$ cat src/pkg/pldu_pkg.sv
// shared constants and types for the pll lock detect unit
package pldu_pkg;

  // register indices; byte address is four times the index
  localparam logic [5:0] IDX_ABP_STAT = 6'h17;
  localparam logic [5:0] IDX_LOCK_CTL = 6'h18;
  localparam logic [5:0] IDX_DELAY    = 6'h19;
  localparam logic [5:0] IDX_LD_SEL   = 6'h1A;
  localparam logic [5:0] IDX_RM_SEL   = 6'h1B;
  localparam logic [5:0] IDX_STATUS   = 6'h1F;

  // field positions
  localparam int ABP_LSB     = 0;
  localparam int STSEL_LSB   = 2;
  localparam int DIS_BIT     = 3;
  localparam int RNG_BIT     = 4;
  localparam int CNT_LSB     = 5;
  localparam int NDLY_LSB    = 0;
  localparam int RDLY_LSB    = 3;
  localparam int LDSEL_LSB   = 0;
  localparam int RMSEL_LSB   = 0;
  localparam int ST_DLD_BIT  = 0;
  localparam int ST_CMP_BIT  = 1;
  localparam int ST_RUN_LSB  = 8;

  // reset values
  localparam logic [7:0] ABP_STAT_RST = 8'h00;
  localparam logic [7:0] LOCK_CTL_RST = 8'h00;
  localparam logic [7:0] DELAY_RST    = 8'h00;
  localparam logic [7:0] LD_SEL_RST   = 8'h00;
  localparam logic [7:0] RM_SEL_RST   = 8'h00;

  // lock pin output select codes
  localparam logic [5:0] LD_DLD  = 6'h00;
  localparam logic [5:0] LD_NCH  = 6'h01;
  localparam logic [5:0] LD_PCH  = 6'h02;
  localparam logic [5:0] LD_ISRC = 6'h04;

  // monitor pin (status / reference monitor) select codes
  localparam logic [5:0] MON_DLD    = 6'h01;
  localparam logic [5:0] MON_CMP_HI = 6'h02;
  localparam logic [5:0] MON_CMP_LO = 6'h03;

  // window timing in 10 ns clock cycles
  localparam logic [7:0] LOCK_BASE_HI = 8'h04;
  localparam logic [7:0] LOCK_BASE_LO = 8'h01;
  localparam logic [7:0] UNL_EXTRA_HI = 8'h06;
  localparam logic [7:0] UNL_EXTRA_LO = 8'h02;

  // consecutive in-window cycles needed per counter setting
  localparam logic [7:0] RUN_NEED_0 = 8'h05;
  localparam logic [7:0] RUN_NEED_1 = 8'h10;
  localparam logic [7:0] RUN_NEED_2 = 8'h40;
  localparam logic [7:0] RUN_NEED_3 = 8'hFF;

  typedef enum logic [1:0] {
    ST_IDLE     = 2'b00,
    ST_WAIT_FB  = 2'b01,
    ST_WAIT_REF = 2'b10
  } pldu_phase_e;

  typedef struct packed {
    logic [1:0] abp;
    logic [5:0] stat_sel;
    logic [1:0] cnt_sel;
    logic       win_rng;
    logic       dis;
    logic [2:0] rdly;
    logic [2:0] ndly;
    logic [5:0] ld_sel;
    logic [4:0] rm_sel;
  } pldu_cfg_s;

  typedef struct packed {
    pldu_cfg_s   cfg;
    pldu_phase_e ph;
    logic [7:0]  gap;
    logic [7:0]  run;
    logic        digital_lock_indication;
    logic        ld;
    logic        ld_oe;
    logic        ld_isrc;
    logic        reference_monitor_pin;
    logic        status;
    logic        ack;
    logic [31:0] dat;
  } pldu_state_s;

endpackage

$ cat src/core/pldu_lock_detect.sv
// pll digital lock detector with pin muxing and wishbone registers
//
// Functional notes
// - Reference and feedback dividers each get a 3-bit delay code (~1 ns).
// - The lock indication can be muxed onto lock, status and monitor pins.
// - Detector cycle is in-lock only when its edge gap is below lock window.
// - The unlock window is always wider than the lock window.
// - Lock asserts after a programmable run of in-window cycles (2-bit set).
// - Once locked, one cycle beyond the unlock window clears the lock.
// - Windows depend on range bit, antibacklash setting and counter setting.
// - Current-source mode is entered via the 6-bit lock pin select.
// - In current-source mode the pin sources while locked, else grounds.
// - The pin comparator goes to monitor or status pin, either polarity.
// - Analog lock output is n-channel (low pulses) or p-channel (high).
// - Counter setting zero needs five in-window cycles.
// - The disable bit holds the lock indication off.
//
// Local design decisions: the placing of the registers and the Wishbone slave port.
`timescale 1ns/1ps

module pldu_lock_detect (
  input  wire logic        clk_i,
  input  wire logic        rst_i,
  input  wire logic        ce_i,
  input  wire logic        wb_cyc_i,
  input  wire logic        wb_stb_i,
  input  wire logic        wb_we_i,
  input  wire logic [7:0]  wb_adr_i,
  input  wire logic [3:0]  wb_sel_i,
  input  wire logic [31:0] wb_dat_i,
  output logic      [31:0] wb_dat_o,
  output logic             wb_ack_o,
  input  wire logic        ref_edge_i,
  input  wire logic        fb_edge_i,
  input  wire logic        ld_cmp_i,
  output logic      [2:0]  ref_delay_o,
  output logic      [2:0]  fb_delay_o,
  output logic             lock_indicator_pin_o,
  output logic             lock_indicator_pin_oe_o,
  output logic             lock_isrc_o,
  output logic             status_pin_o,
  output logic             reference_monitor_pin_o,
  output logic             digital_lock_indication_o
);

  pldu_pkg::pldu_state_s q;
  pldu_pkg::pldu_state_s d;

  logic [7:0] lock_win;
  logic [7:0] unl_win;
  logic [7:0] need;
  logic       evt_in;
  logic       evt_out;
  logic       evt_mid;
  logic       edge_done;
  logic       wr;
  logic       analog_lock_pulse_output;

  function automatic logic mon_mux(input logic [5:0] sel,
                                   input logic       digital_lock_indication,
                                   input logic       cmp);
    logic r;
    r = 1'b0;
    case (sel)
      pldu_pkg::MON_DLD:    r = digital_lock_indication;
      pldu_pkg::MON_CMP_HI: r = cmp;
      pldu_pkg::MON_CMP_LO: r = ~cmp;
      default:              r = 1'b0;
    endcase
    return r;
  endfunction

  // window sizes from range, antibacklash and counter settings
  always_comb begin
    lock_win = q.cfg.win_rng ? pldu_pkg::LOCK_BASE_LO
                             : pldu_pkg::LOCK_BASE_HI;
    lock_win = lock_win + {6'h00, q.cfg.abp} + {6'h00, q.cfg.cnt_sel};
    unl_win  = lock_win + (q.cfg.win_rng ? pldu_pkg::UNL_EXTRA_LO
                                         : pldu_pkg::UNL_EXTRA_HI);
    case (q.cfg.cnt_sel)
      2'h0:    need = pldu_pkg::RUN_NEED_0;
      2'h1:    need = pldu_pkg::RUN_NEED_1;
      2'h2:    need = pldu_pkg::RUN_NEED_2;
      default: need = pldu_pkg::RUN_NEED_3;
    endcase
  end

  // a write lands on the edge at which the master sees ack
  assign wr = wb_cyc_i && wb_stb_i && wb_we_i && q.ack && wb_sel_i[0];

  always_comb begin
    d         = q;
    d.ack     = 1'b0;
    evt_in    = 1'b0;
    evt_out   = 1'b0;
    evt_mid   = 1'b0;
    edge_done = 1'b0;

    // phase gap measurement between the two detector inputs
    case (q.ph)
      pldu_pkg::ST_IDLE: begin
        d.gap = 8'h01;
        if (ref_edge_i && fb_edge_i) begin
          edge_done = 1'b1;
          d.gap     = 8'h00;
        end else if (ref_edge_i) begin
          d.ph = pldu_pkg::ST_WAIT_FB;
        end else if (fb_edge_i) begin
          d.ph = pldu_pkg::ST_WAIT_REF;
        end
      end
      pldu_pkg::ST_WAIT_FB, pldu_pkg::ST_WAIT_REF: begin
        if ((q.ph == pldu_pkg::ST_WAIT_FB) ? fb_edge_i : ref_edge_i) begin
          edge_done = 1'b1;
          d.ph      = pldu_pkg::ST_IDLE;
        end else if (q.gap > unl_win) begin
          evt_out = 1'b1;
          d.ph    = pldu_pkg::ST_IDLE;
        end else begin
          d.gap = q.gap + 8'h01;
        end
      end
      default: begin
        d.ph = pldu_pkg::ST_IDLE;
      end
    endcase

    if (edge_done) begin
      if (q.ph == pldu_pkg::ST_IDLE) begin
        evt_in = 1'b1;
      end else if (q.gap < lock_win) begin
        evt_in = 1'b1;
      end else if (q.gap > unl_win) begin
        evt_out = 1'b1;
      end else begin
        evt_mid = 1'b1;
      end
    end

    // lock qualification
    if (q.cfg.dis) begin
      d.digital_lock_indication = 1'b0;
      d.run = 8'h00;
    end else if (evt_in) begin
      if (q.run != need) begin
        d.run = q.run + 8'h01;
      end
      if (q.run + 8'h01 >= need) begin
        d.digital_lock_indication = 1'b1;
      end
    end else if (evt_out) begin
      d.digital_lock_indication = 1'b0;
      d.run = 8'h00;
    end else if (evt_mid) begin
      d.run = 8'h00;
    end

    // register writes
    if (wr) begin
      case (wb_adr_i[7:2])
        pldu_pkg::IDX_ABP_STAT: begin
          d.cfg.abp      = wb_dat_i[pldu_pkg::ABP_LSB +: 2];
          d.cfg.stat_sel = wb_dat_i[pldu_pkg::STSEL_LSB +: 6];
        end
        pldu_pkg::IDX_LOCK_CTL: begin
          d.cfg.cnt_sel = wb_dat_i[pldu_pkg::CNT_LSB +: 2];
          d.cfg.win_rng = wb_dat_i[pldu_pkg::RNG_BIT];
          d.cfg.dis     = wb_dat_i[pldu_pkg::DIS_BIT];
        end
        pldu_pkg::IDX_DELAY: begin
          d.cfg.rdly = wb_dat_i[pldu_pkg::RDLY_LSB +: 3];
          d.cfg.ndly = wb_dat_i[pldu_pkg::NDLY_LSB +: 3];
        end
        pldu_pkg::IDX_LD_SEL: begin
          d.cfg.ld_sel = wb_dat_i[pldu_pkg::LDSEL_LSB +: 6];
        end
        pldu_pkg::IDX_RM_SEL: begin
          d.cfg.rm_sel = wb_dat_i[pldu_pkg::RMSEL_LSB +: 5];
        end
        default: begin
          d.cfg = q.cfg;
        end
      endcase
    end

    // bus answer: one cycle after the request, unmapped reads give zero
    if (wb_cyc_i && wb_stb_i && !q.ack) begin
      d.ack = 1'b1;
      d.dat = 32'h0000_0000;
      if (!wb_we_i) begin
        case (wb_adr_i[7:2])
          pldu_pkg::IDX_ABP_STAT: begin
            d.dat[7:0] = {q.cfg.stat_sel, q.cfg.abp};
          end
          pldu_pkg::IDX_LOCK_CTL: begin
            d.dat[7:0] = {1'b0, q.cfg.cnt_sel, q.cfg.win_rng, q.cfg.dis,
                          3'h0};
          end
          pldu_pkg::IDX_DELAY: begin
            d.dat[7:0] = {2'h0, q.cfg.rdly, q.cfg.ndly};
          end
          pldu_pkg::IDX_LD_SEL: begin
            d.dat[7:0] = {2'h0, q.cfg.ld_sel};
          end
          pldu_pkg::IDX_RM_SEL: begin
            d.dat[7:0] = {3'h0, q.cfg.rm_sel};
          end
          pldu_pkg::IDX_STATUS: begin
            d.dat[pldu_pkg::ST_DLD_BIT]      = q.digital_lock_indication;
            d.dat[pldu_pkg::ST_CMP_BIT]      = ld_cmp_i;
            d.dat[pldu_pkg::ST_RUN_LSB +: 8] = q.run;
          end
          default: begin
            d.dat = 32'h0000_0000;
          end
        endcase
      end
    end

    // analog pulse is high while a phase error is being measured
    analog_lock_pulse_output = (d.ph != pldu_pkg::ST_IDLE);

    // lock pin driver
    d.ld_isrc = 1'b0;
    case (d.cfg.ld_sel)
      pldu_pkg::LD_DLD: begin
        d.ld    = d.digital_lock_indication;
        d.ld_oe = 1'b1;
      end
      pldu_pkg::LD_NCH: begin
        d.ld    = 1'b0;
        d.ld_oe = analog_lock_pulse_output;
      end
      pldu_pkg::LD_PCH: begin
        d.ld    = 1'b1;
        d.ld_oe = analog_lock_pulse_output;
      end
      pldu_pkg::LD_ISRC: begin
        d.ld_isrc = d.digital_lock_indication;
        d.ld      = 1'b0;
        d.ld_oe   = ~d.digital_lock_indication;
      end
      default: begin
        d.ld    = 1'b0;
        d.ld_oe = 1'b1;
      end
    endcase

    d.reference_monitor_pin = mon_mux({1'b0, d.cfg.rm_sel}, d.digital_lock_indication, ld_cmp_i);
    d.status = mon_mux(d.cfg.stat_sel, d.digital_lock_indication, ld_cmp_i);
  end

  always_ff @(posedge clk_i) begin
    if (rst_i) begin
      q          <= '0;
      q.cfg.abp  <= pldu_pkg::ABP_STAT_RST[1:0];
      q.cfg.stat_sel <= pldu_pkg::ABP_STAT_RST[7:2];
      q.cfg.cnt_sel  <= pldu_pkg::LOCK_CTL_RST[6:5];
      q.cfg.win_rng  <= pldu_pkg::LOCK_CTL_RST[4];
      q.cfg.dis      <= pldu_pkg::LOCK_CTL_RST[3];
      q.cfg.rdly     <= pldu_pkg::DELAY_RST[5:3];
      q.cfg.ndly     <= pldu_pkg::DELAY_RST[2:0];
      q.cfg.ld_sel   <= pldu_pkg::LD_SEL_RST[5:0];
      q.cfg.rm_sel   <= pldu_pkg::RM_SEL_RST[4:0];
      q.ph       <= pldu_pkg::ST_IDLE;
      q.digital_lock_indication      <= 1'b0;
      q.run      <= 8'h00;
      q.ld_oe    <= 1'b1;
    end else if (ce_i) begin
      q <= d;
    end
  end

  assign wb_dat_o                  = q.dat;
  assign wb_ack_o                  = q.ack;
  assign ref_delay_o               = q.cfg.rdly;
  assign fb_delay_o                = q.cfg.ndly;
  assign lock_indicator_pin_o      = q.ld;
  assign lock_indicator_pin_oe_o   = q.ld_oe;
  assign lock_isrc_o               = q.ld_isrc;
  assign status_pin_o              = q.status;
  assign reference_monitor_pin_o   = q.reference_monitor_pin;
  assign digital_lock_indication_o = q.digital_lock_indication;

  a_ack_single_pulse: assert property (@(posedge clk_i) disable iff (rst_i)
    q.ack && ce_i |=> !q.ack)
    else $error("ack held longer than one cycle");

  a_delay_code_write: assert property (@(posedge clk_i)
    disable iff (rst_i)
    wr && ce_i && wb_adr_i[7:2] == pldu_pkg::IDX_DELAY
    |=> ref_delay_o == $past(wb_dat_i[5:3])
        && fb_delay_o == $past(wb_dat_i[2:0]))
    else $error("delay code not taken from write");

  a_unlock_wider: assert property (@(posedge clk_i) disable iff (rst_i)
    unl_win > lock_win)
    else $error("unlock window not wider than lock window");

  a_lock_after_run: assert property (@(posedge clk_i) disable iff (rst_i)
    $rose(q.digital_lock_indication) |-> $past(q.run) + 8'h01 >= $past(need) && $past(evt_in))
    else $error("lock rose without enough in-window cycles");

  a_five_cycle_lock: assert property (@(posedge clk_i)
    disable iff (rst_i)
    $rose(q.digital_lock_indication) && $past(q.cfg.cnt_sel) == 2'h0 |-> $past(q.run) == 8'h04)
    else $error("counter setting zero did not need five cycles");

  a_single_unlock: assert property (@(posedge clk_i) disable iff (rst_i)
    ce_i && q.digital_lock_indication && evt_out |=> !q.digital_lock_indication)
    else $error("lock survived an out-of-window cycle");

  a_disable_holds: assert property (@(posedge clk_i) disable iff (rst_i)
    ce_i && q.cfg.dis |=> !q.digital_lock_indication && q.run == 8'h00)
    else $error("lock active while disabled");

  a_reset_clears: assert property (@(posedge clk_i)
    rst_i |=> !q.digital_lock_indication && q.run == 8'h00)
    else $error("lock state not cleared by reset");

  a_isrc_drive: assert property (@(posedge clk_i) disable iff (rst_i)
    q.cfg.ld_sel == pldu_pkg::LD_ISRC
    |-> lock_isrc_o == q.digital_lock_indication && lock_indicator_pin_oe_o == !q.digital_lock_indication)
    else $error("current source pin does not follow lock");

  a_nch_polarity: assert property (@(posedge clk_i) disable iff (rst_i)
    q.cfg.ld_sel == pldu_pkg::LD_NCH |-> !lock_indicator_pin_o)
    else $error("n-channel output drives high");

  a_cmp_low_mon: assert property (@(posedge clk_i) disable iff (rst_i)
    ce_i && d.cfg.rm_sel == pldu_pkg::MON_CMP_LO[4:0]
    |=> reference_monitor_pin_o == !$past(ld_cmp_i))
    else $error("monitor pin not inverted comparator");

  a_ack_after_req: assert property (@(posedge clk_i) disable iff (rst_i)
    ce_i && wb_cyc_i && wb_stb_i && !wb_ack_o |=> wb_ack_o)
    else $error("bus request not answered in one cycle");

  a_lock_pin_mux: assert property (@(posedge clk_i) disable iff (rst_i)
    q.cfg.ld_sel == pldu_pkg::LD_DLD |-> lock_indicator_pin_o == q.digital_lock_indication)
    else $error("lock pin does not carry the lock flag");

  a_status_mux: assert property (@(posedge clk_i) disable iff (rst_i)
    q.cfg.stat_sel == pldu_pkg::MON_DLD |-> status_pin_o == q.digital_lock_indication)
    else $error("status pin does not carry the lock flag");

endmodule

$ cat config.mk
export PLATFORM = sky130hd
export DESIGN_NAME = pldu_lock_detect
export DESIGN_NICKNAME = d
export VERILOG_FILES = /design/src/pkg/pldu_pkg.sv /design/src/core/pldu_lock_detect.sv
export SDC_FILE = /design/constraint.sdc
export NUM_CORES = 1
export LEC_CHECK = 0
export BUFFER_PORTS_ARGS = -buffer_cell sky130_fd_sc_hd__buf_4
export CAP_MARGIN = 40
export CORE_MARGIN = 8
export CORE_UTILIZATION = 55
export CTS_CLUSTER_SIZE = 14
export DETAILED_ROUTE_END_ITERATION = 10
export PLACE_DENSITY = 0.8
export RECOVER_POWER = 25
export SKIP_LAST_GASP = 1
export SLEW_MARGIN = 0
export SYNTH_ARGS = -nofsm -noshare
export SYNTH_HDL_FRONTEND = slang
export SYNTH_SLANG_ARGS = --single-unit
$ cat constraint.sdc
create_clock -name clk_i -period 4.45 [get_ports clk_i]
set_clock_uncertainty 0.05 [all_clocks]
set_input_delay 0.6675 -clock clk_i [delete_from_list [all_inputs] [get_ports clk_i]]
set_output_delay 0.6675 -clock clk_i [all_outputs]
set_load 0.01 [all_outputs]
==> results.txt, run 1 <==
The adder-cell area share of the yosys netlist is under 10%. The hold violation count in the final report came out at 0. The CTS H-tree depth came out at 3. By area, the combinational part of the netlist is dominated by simple AND/OR/NAND/NOR gates. The worst register-to-register path ends at q[45]. The setup-violating endpoint count in the final report is 0. No sink is reached through more buffers than the 2 on the longest clock path.

The post-cts sizing count came out at 0. The insertion delay to the later sink of the worst-skew pair came out at 0.35 ns. The actual transition at the worst max-transition pin is 0.756 ns. The count of nets left with antenna violations after detail routing is 0. The post-synthesis mux area share is 10.6%. The number of flip-flops and latches in the synthesized netlist is 70.

The setup total negative slack came out at 0 ns. For this run, design rule violations remaining after detail routing come to 0. Summed over all cells, the static leakage comes to between 1.5 and 2 nW. The arrival time at the worst endpoint came out at approximately 4.4 ns. The die width is 107 um. The overall global routing resource usage is between 10% and 20%. Setup repair after global routing left no endpoint under its margin.

The maximum operating frequency is 0.242 GHz. Across the run, the number of max-cap violations was 0. The highest net fanout along the worst path is 16. The signed area change from the synthesized netlist to the final layout came out at 6.51%. The total I/O pin count came out at between 90 and 100. After clock tree synthesis, the setup repair step added 0 buffers. The area of the core came out at roughly 8100 sq um. The number of buffers created by CTS came out at 9. In the finished design, the share of the clock period the worst path needs comes to between 90% and 100%. The final count of pins violating max slew is 0. The async set or reset register ratio after synthesis is 0%. Measured against its own limit, the worst slew margin works out to between 40% and 50%.

The basic-gate share of the synthesized area counting and, or, nand and nor cells came out at 21.3%. The most common library cell in the layout ignoring fill and taps is sky130_fd_sc_hd__nor2_1. The count of buffers inserted at the top-level ports is 52. STA classifies the critical path startpoint as a flip-flop.

The final estimated routing congestion in global placement is 0.903. After layout, the design draws a total of 1.25 mW. The standard-cell row count is 33. The via count of the routed design came out at roughly 4,000.

The worst register-to-register path has a depth of 14. The routed wire length is 10,900 um. The maximum number of pins on one net before global-route repair is 68. For this run, the post-layout net count is 626. In the final routed layout, each cell accounts on average for 16.7 um.

The gate count of the mapped netlist is 527. The first detailed-routing pass ran for 4 iterations. The floorplan step defined a die boundary enclosing 11,400 sq um.

The finished layout holds around 650 standard cells, fillers aside. The post-synthesis area per instance came out at roughly 8.6 sq um. The largest voltage drop on the vdd net is a little under 0.2 mV. The count of clock tree sinks came out at 70. Using the TritonRoute via totals, the vias-per-cell ratio works out to approximately 6.1.

The type of element capturing the critical path is a flip-flop. The starting density of the core came out at a little under three fifths. The synthesized netlist occupies a cell area of 4550 sq um. TritonCTS built the clock tree.

The path class of the tightest hold or removal check is reg2reg. Data on the critical path is required at its endpoint by about 4.7 ns. The first routing iteration left ~220 violations. Among cell families on the critical path, the largest total delay comes from adder cells. The first global-routing pass estimated 18,000 um of wire. The number of antenna violations at the first check in global routing was 0. In this run the register-to-register setup slack is 0.32 ns. The number of instances in the placed design is between 600 and 700. The path length in cells of the critical path is 14. In this run the critical register-to-register path is launched from q[76]. The master of the slowest instance on the critical path is sky130_fd_sc_hd__or4b_1. The number of synthesized flops with an enable pin is 0.

The setup path with the least slack is of type reg2reg. After clock tree synthesis, the clock-pin slew on the worst setup and hold paths is 0.08 ns. The tree is rooted in a sky130_fd_sc_hd__clkbuf_8. The power per cell area is 259 nW/um^2. The HPWL reported at the end of detailed placement came out at 8030 um. The most critical setup path has its endpoint at q[45].

The residual overflow from global routing is 0. The number of buffers and inverters on the critical path is 2. Sequential cells were found to cover 30.8% of the synthesized design area. Walking the worst path, the cells encountered are fa_1, inv_1, fa_1, ha_1, xnor2_1, nor2_1, o21ai_0, ha_1, mux2i_1, a21oi_1, o41ai_2, buf_4, or4b_1, a21oi_1. The delay of the slowest critical-path stage is 0.53 ns. The height of the die came out at 107 um. The flow ran to the end, and the final reports show no timing, DRC or antenna violations. The number of warnings printed during yosys synthesis came out at 0.

Summing the areas of all xor and xnor instances in the mapped netlist gives 2.69% of the synthesized area. The fraction of the mapped netlist area in compound gates is 16.0%. For this run, the leading register cell type out of synthesis is sky130_fd_sc_hd__dfxtp_1. The fraction of final layout cells sized beyond drive strength 1 is about 11%. Tracing the worst setup path back leads to its startpoint at q[76]. The number of global-route vias before repair is 3,814. Buffers inserted to repair hold after CTS numbered 0.

The number of diodes added for antenna fixing is 0. The smallest clock period supported by the final layout is computed as 4.13 ns. The count of unique library cells instantiated by Yosys is a little over 70. The top cell types in the final layout, fill and taps aside, are sky130_fd_sc_hd__nor2_1, sky130_fd_sc_hd__dfxtp_1, sky130_fd_sc_hd__mux2i_1.
cells by family (layout without fill, tap and decap cells):
group,count (synthesis),in the layout
XOR/XNOR,14,14
AND/OR/NAND/NOR,178,178
other,1,16
flip-flops,70,70
AO/OA/AOI/OAI,107,107
buffers and inverters,83,90
adder cells (fa/ha/maj),29,29
multiplexers,45,45
worst min-delay path by stage:
stage | start | end | slack [ns] | cells past startpoint
final | q[54] | q[54] | 0.42 | 2
after global routing | q[54] | q[54] | 0.47 | 2
after CTS | q[54] | q[54] | 0.43 | 2
after detailed placement | status_pin_o | status_pin_o | 0.41 | 2
after global placement | q[54] | q[54] | 0.39 | 2
after floorplan | q[54] | q[54] | 0.38 | 2
cell usage after synthesis, types with 6 or more instances:
cell                       number  area [sq um]
sky130_fd_sc_hd__nor2_1        71           267
sky130_fd_sc_hd__nand2_1       21          78.8
sky130_fd_sc_hd__or4b_1         6          60.1
sky130_fd_sc_hd__buf_4         38           285
sky130_fd_sc_hd__a22oi_1       18           135
sky130_fd_sc_hd__inv_1         19          71.3
sky130_fd_sc_hd__dfxtp_1       70          1400
sky130_fd_sc_hd__ha_1          27           338
sky130_fd_sc_hd__o21ai_0       22           110
sky130_fd_sc_hd__or3_1          6          37.5
sky130_fd_sc_hd__nor3_1         6          30.0
sky130_fd_sc_hd__or4_1          6          45.0
sky130_fd_sc_hd__nand4_1       10          62.6
sky130_fd_sc_hd__a211oi_1       7          52.6
sky130_fd_sc_hd__nand2b_1       8          50.1
sky130_fd_sc_hd__a21oi_1       21           105
sky130_fd_sc_hd__mux2i_1       39           390
sky130_fd_sc_hd__nand3_1        7          35.0
sky130_fd_sc_hd__clkbuf_1      19          71.3
sky130_fd_sc_hd__xnor2_1       10          87.6
layout make-up:
| class | count | area, sq um |
|---|---|---|
| clock buffer | 12 | 135 |
| clock inverter | 4 | 47.5 |
| fill | 740 | 3280 |
| inverter | 19 | 71.3 |
| multi-input combinational | 389 | 2740 |
| sequential | 70 | 1400 |
| tap | 105 | 131 |
| timing repair buffer | 55 | 323 |
per-stage QoR:
stage               util, %  instance area [sq um]  hold WS [ns]  worst slack [ns]
finish                 59.6                   4850         0.421             0.323
global route           59.6                   4850         0.469            0.0793
CTS                    60.7                   4940         0.433             0.312
detailed placement     58.5                   4760         0.411             0.340
global placement       58.3                   4740         0.390             0.429
floorplan                 -                   4610         0.378             0.871
where the power goes:
group          switching (mW)  total (mW)  internal [mW]
registers             0.00491       0.635          0.630
clock network           0.241       0.499          0.258
logic                  0.0792       0.121         0.0418
registers in the layout, indices dropped and copies added, names as in the netlist:
register	flops
ref_delay_o	3
reference_monitor_pin_o	1
q	41
lock_indicator_pin_o	1
fb_delay_o	3
digital_lock_indication_o	1
wb_dat_o	16
status_pin_o	1
lock_indicator_pin_oe_o	1
lock_isrc_o	1
wb_ack_o	1
metal layers:
metal,track usage [%],wire length (um),vias up
met2,30.2,5020,147
li1,-,-,1905
met3,4.80,783,24
met4,7.64,231,0
met5,0,0,-
met1,24.1,4900,1881
worst register-to-register path: stages (launching register included):
cell and delay (ns):
sky130_fd_sc_hd__dfxtp_1 0.52, sky130_fd_sc_hd__fa_1 0.25, sky130_fd_sc_hd__inv_1 0.06, sky130_fd_sc_hd__fa_1 0.41, sky130_fd_sc_hd__ha_1 0.33, sky130_fd_sc_hd__xnor2_1 0.24, sky130_fd_sc_hd__nor2_1 0.07, sky130_fd_sc_hd__o21ai_0 0.20
sky130_fd_sc_hd__ha_1 0.28, sky130_fd_sc_hd__mux2i_1 0.12, sky130_fd_sc_hd__a21oi_1 0.45, sky130_fd_sc_hd__o41ai_2 0.18, sky130_fd_sc_hd__buf_4 0.21, sky130_fd_sc_hd__or4b_1 0.54, sky130_fd_sc_hd__a21oi_1 0.17
No activity file was read; power rests on OpenSTA's default activity.
==> inputs of run 2 (changes only) <==
CORE_UTILIZATION = 60   (was 55)
PLACE_DENSITY = 0.87   (was 0.8)
clock period = 5.35 ns   (was 4.45 ns; I/O delays follow)
==> run 2 against run 1 <==
Effect of this change: design area rose by 0.23%; combinational power decreased by 16%; register-to-register slack improved by 0.81 ns; largest power group unchanged.
==> results.txt, run 2 (synthesis results as in run 1) <==
More flip-flops sit in one register than any other, and that register is q. The number of violations of the max-capacitance limit is 0. The final count of pins violating max slew is 0.

The final critical path takes up 78.8% of the cycle. Buffers inserted to repair hold after CTS numbered 0. The hold violation count in the final report came out at 0.

TritonCTS built the clock tree. For the worst setup path, the data arrival time is 4.44 ns. Summed over all cells, the static leakage comes to 1.96 nW. The average wire per standard cell is roughly 17 um. For this design the ratio of total power to cell area is 218 nW/um^2. Leaving out fill and tap cells, the most frequent cells in the layout are sky130_fd_sc_hd__nor2_1, sky130_fd_sc_hd__dfxtp_1, sky130_fd_sc_hd__mux2i_1. The number of diodes added for antenna fixing is 0.

In this run the register-to-register setup slack is 1.13 ns. Counting cells, the worst reg-to-reg path comes to 14. Setup repair after global routing left no endpoint under its margin. The number of global-route vias before repair came to approximately 4,000.

The die width came out at 103 um. The smallest clock period supported by the final layout is computed as 4.22 ns. The maximum number of pins on one net before global-route repair is 68.

The H-tree was split into 3 levels. After clock tree synthesis, the clock-pin slew on the worst setup and hold paths is 0.08 ns. The initialized floorplan defines 31 standard-cell rows. Post-CTS repair changed the size of 0 cells. The vias per cell is between 6 and 7. The register with the most flip-flops in the layout has 41 of them. In this run the critical register-to-register path is captured at q[42].

Detailed routing inserted a total of 4,028 vias. The fraction of final layout cells sized beyond drive strength 1 is 11.7%. At the later pin of the worst-skew pair, clock insertion delay measures about 0.35 ns. The clock drives 70 sinks. The number of buffers created by CTS came out at 9. The path type of the worst setup path is reg2reg. The final layout net count is 626. The overall global routing resource usage came out at 21.5%. The final estimated routing congestion in global placement came out at about 0.87. The worst hold path stage count came out at 2.

Derived from the worst setup path, the maximum achievable clock frequency is around 0.24 GHz. The longest clock path from root to sink contains 2 buffers. The worst setup path is captured at a flip-flop. The global-route wire length before repair is 18,300 um.

Setup violations remaining at the end of the flow were counted as 0. The setup total negative slack is 0 ns. The class of the tightest hold or removal check is reg2reg. The starting density of the core came out at 62.4%. The actual transition at the worst max-transition pin came out at about 0.78 ns. Leaving out fill and tap cells, the most frequent cell in the layout is sky130_fd_sc_hd__nor2_1. The headroom to the max-slew limit came out at between 40% and 50%. The worst register-to-register path begins at q[76]. The total I/O pin count came out at 98. In this run the remaining antenna-violating nets after routing total 0.

The critical hold path startpoint is q[54]. The worst hold path endpoint is q[54]. The HPWL reported at the end of detailed placement is ~8000 um. The initial detailed-routing violation count is 300.

The floorplan step defined a core boundary enclosing 7290 sq um. The count of TritonRoute iterations in the first routing pass came out at 5. The layout filler cell count is 607.

The count of buffers inserted at the top-level ports is 52. The die footprint is around 11,000 sq um. Of all nets on the critical path, the largest fanout is 16. In this run the vertical extent of the chip is between 100 and 150 um. The cell sitting at the root of the clock tree is a sky130_fd_sc_hd__clkbuf_8. Across the VDD grid, the largest voltage drop is 0.188 mV. The residual overflow from global routing came out at 0.

The number of antenna violations at the first check in global routing is 0. The flow ran to the end, and the final reports show no timing, DRC or antenna violations. STA puts the critical path data required time at ~5.6 ns. The number of instances in the placed design is about 630.

For this run, design rule violations remaining after detail routing come to 0. STA classifies the critical path startpoint as a flip-flop. The number of buffers inserted by post-CTS setup repair is 0. The count of placed standard cells in the final layout, fillers left out is 648. The routed wire length came out at 11,300 um. The signed area change from the synthesized netlist to the final layout came out at 6.76%.
[run 2: cell count changes in the layout (fill, tap and decap cells not counted), sizes merged]
cell	previous run	this run
clkinv	2	4
clkdlybuf4s18	0	1
buf	31	30
clkbuf	36	34
[run 2: where the power goes]
| part | switching [mW] | leakage, nW | total (mW) | internal (mW) |
|---|---|---|---|---|
| registers | 0.00422 | 0.565 | 0.528 | 0.524 |
| logic | 0.0677 | 1.29 | 0.102 | 0.0348 |
| clock network | 0.202 | 0.102 | 0.428 | 0.226 |
[run 2: worst max-delay path, cell delays in order, from the launching register on]
cell and delay (ns):
sky130_fd_sc_hd__dfxtp_1 0.52, sky130_fd_sc_hd__fa_1 0.26, sky130_fd_sc_hd__inv_1 0.06, sky130_fd_sc_hd__fa_1 0.40, sky130_fd_sc_hd__ha_1 0.33, sky130_fd_sc_hd__xnor2_1 0.25, sky130_fd_sc_hd__nor2_1 0.07, sky130_fd_sc_hd__o21ai_0 0.21
sky130_fd_sc_hd__ha_1 0.29, sky130_fd_sc_hd__mux2i_1 0.13, sky130_fd_sc_hd__a21oi_1 0.49, sky130_fd_sc_hd__o41ai_2 0.19, sky130_fd_sc_hd__buf_4 0.21, sky130_fd_sc_hd__or4b_1 0.53, sky130_fd_sc_hd__a21oi_1 0.15
[run 2: worst max-delay path by stage]
stage | start | end | slack (ns) | cells after the start
detailed placement | q[76] | q[42] | 1.14 | 14
finish | q[76] | q[42] | 1.13 | 14
global placement | q[76] | q[40] | 1.36 | 13
global route | q[76] | q[45] | 0.92 | 14
floorplan | q[76] | q[44] | 1.77 | 14
CTS | q[76] | q[42] | 1.12 | 14
[run 2: through the flow]
stage | util (%) | power [mW] | instance area (sq um) | setup WS, ns | hold WS [ns]
final | 66.7 | 1.06 | 4860 | 1.13 | 0.442
after global routing | 66.7 | 1.10 | 4860 | 0.921 | 0.476
after CTS | 67.9 | 1.06 | 4950 | 1.12 | 0.438
after detailed placement | 65.2 | 0.640 | 4750 | 1.14 | 0.419
after global placement | 64.8 | 0.636 | 4730 | 1.36 | 0.390
after floorplan | - | 0.613 | 4610 | 1.77 | 0.378
[run 2: metal layers]
layer  part of all wire (%)  GRT usage (%)
met2                     47           36.3
met5                      0              0
met1                     41           26.7
met4                    1.7           6.34
met3                    9.6           4.46
[run 2: final cells by class]
type                       count  area, sq um  share of cell area (%)
clock buffer                  10          138                    2.83
clock inverter                 6         61.3                    1.26
inverter                      19         71.3                    1.47
multi-input combinational    389         2740                    56.4
sequential                    70         1400                    28.8
tap                           99          124                    2.55
timing repair buffer          55          325                    6.69
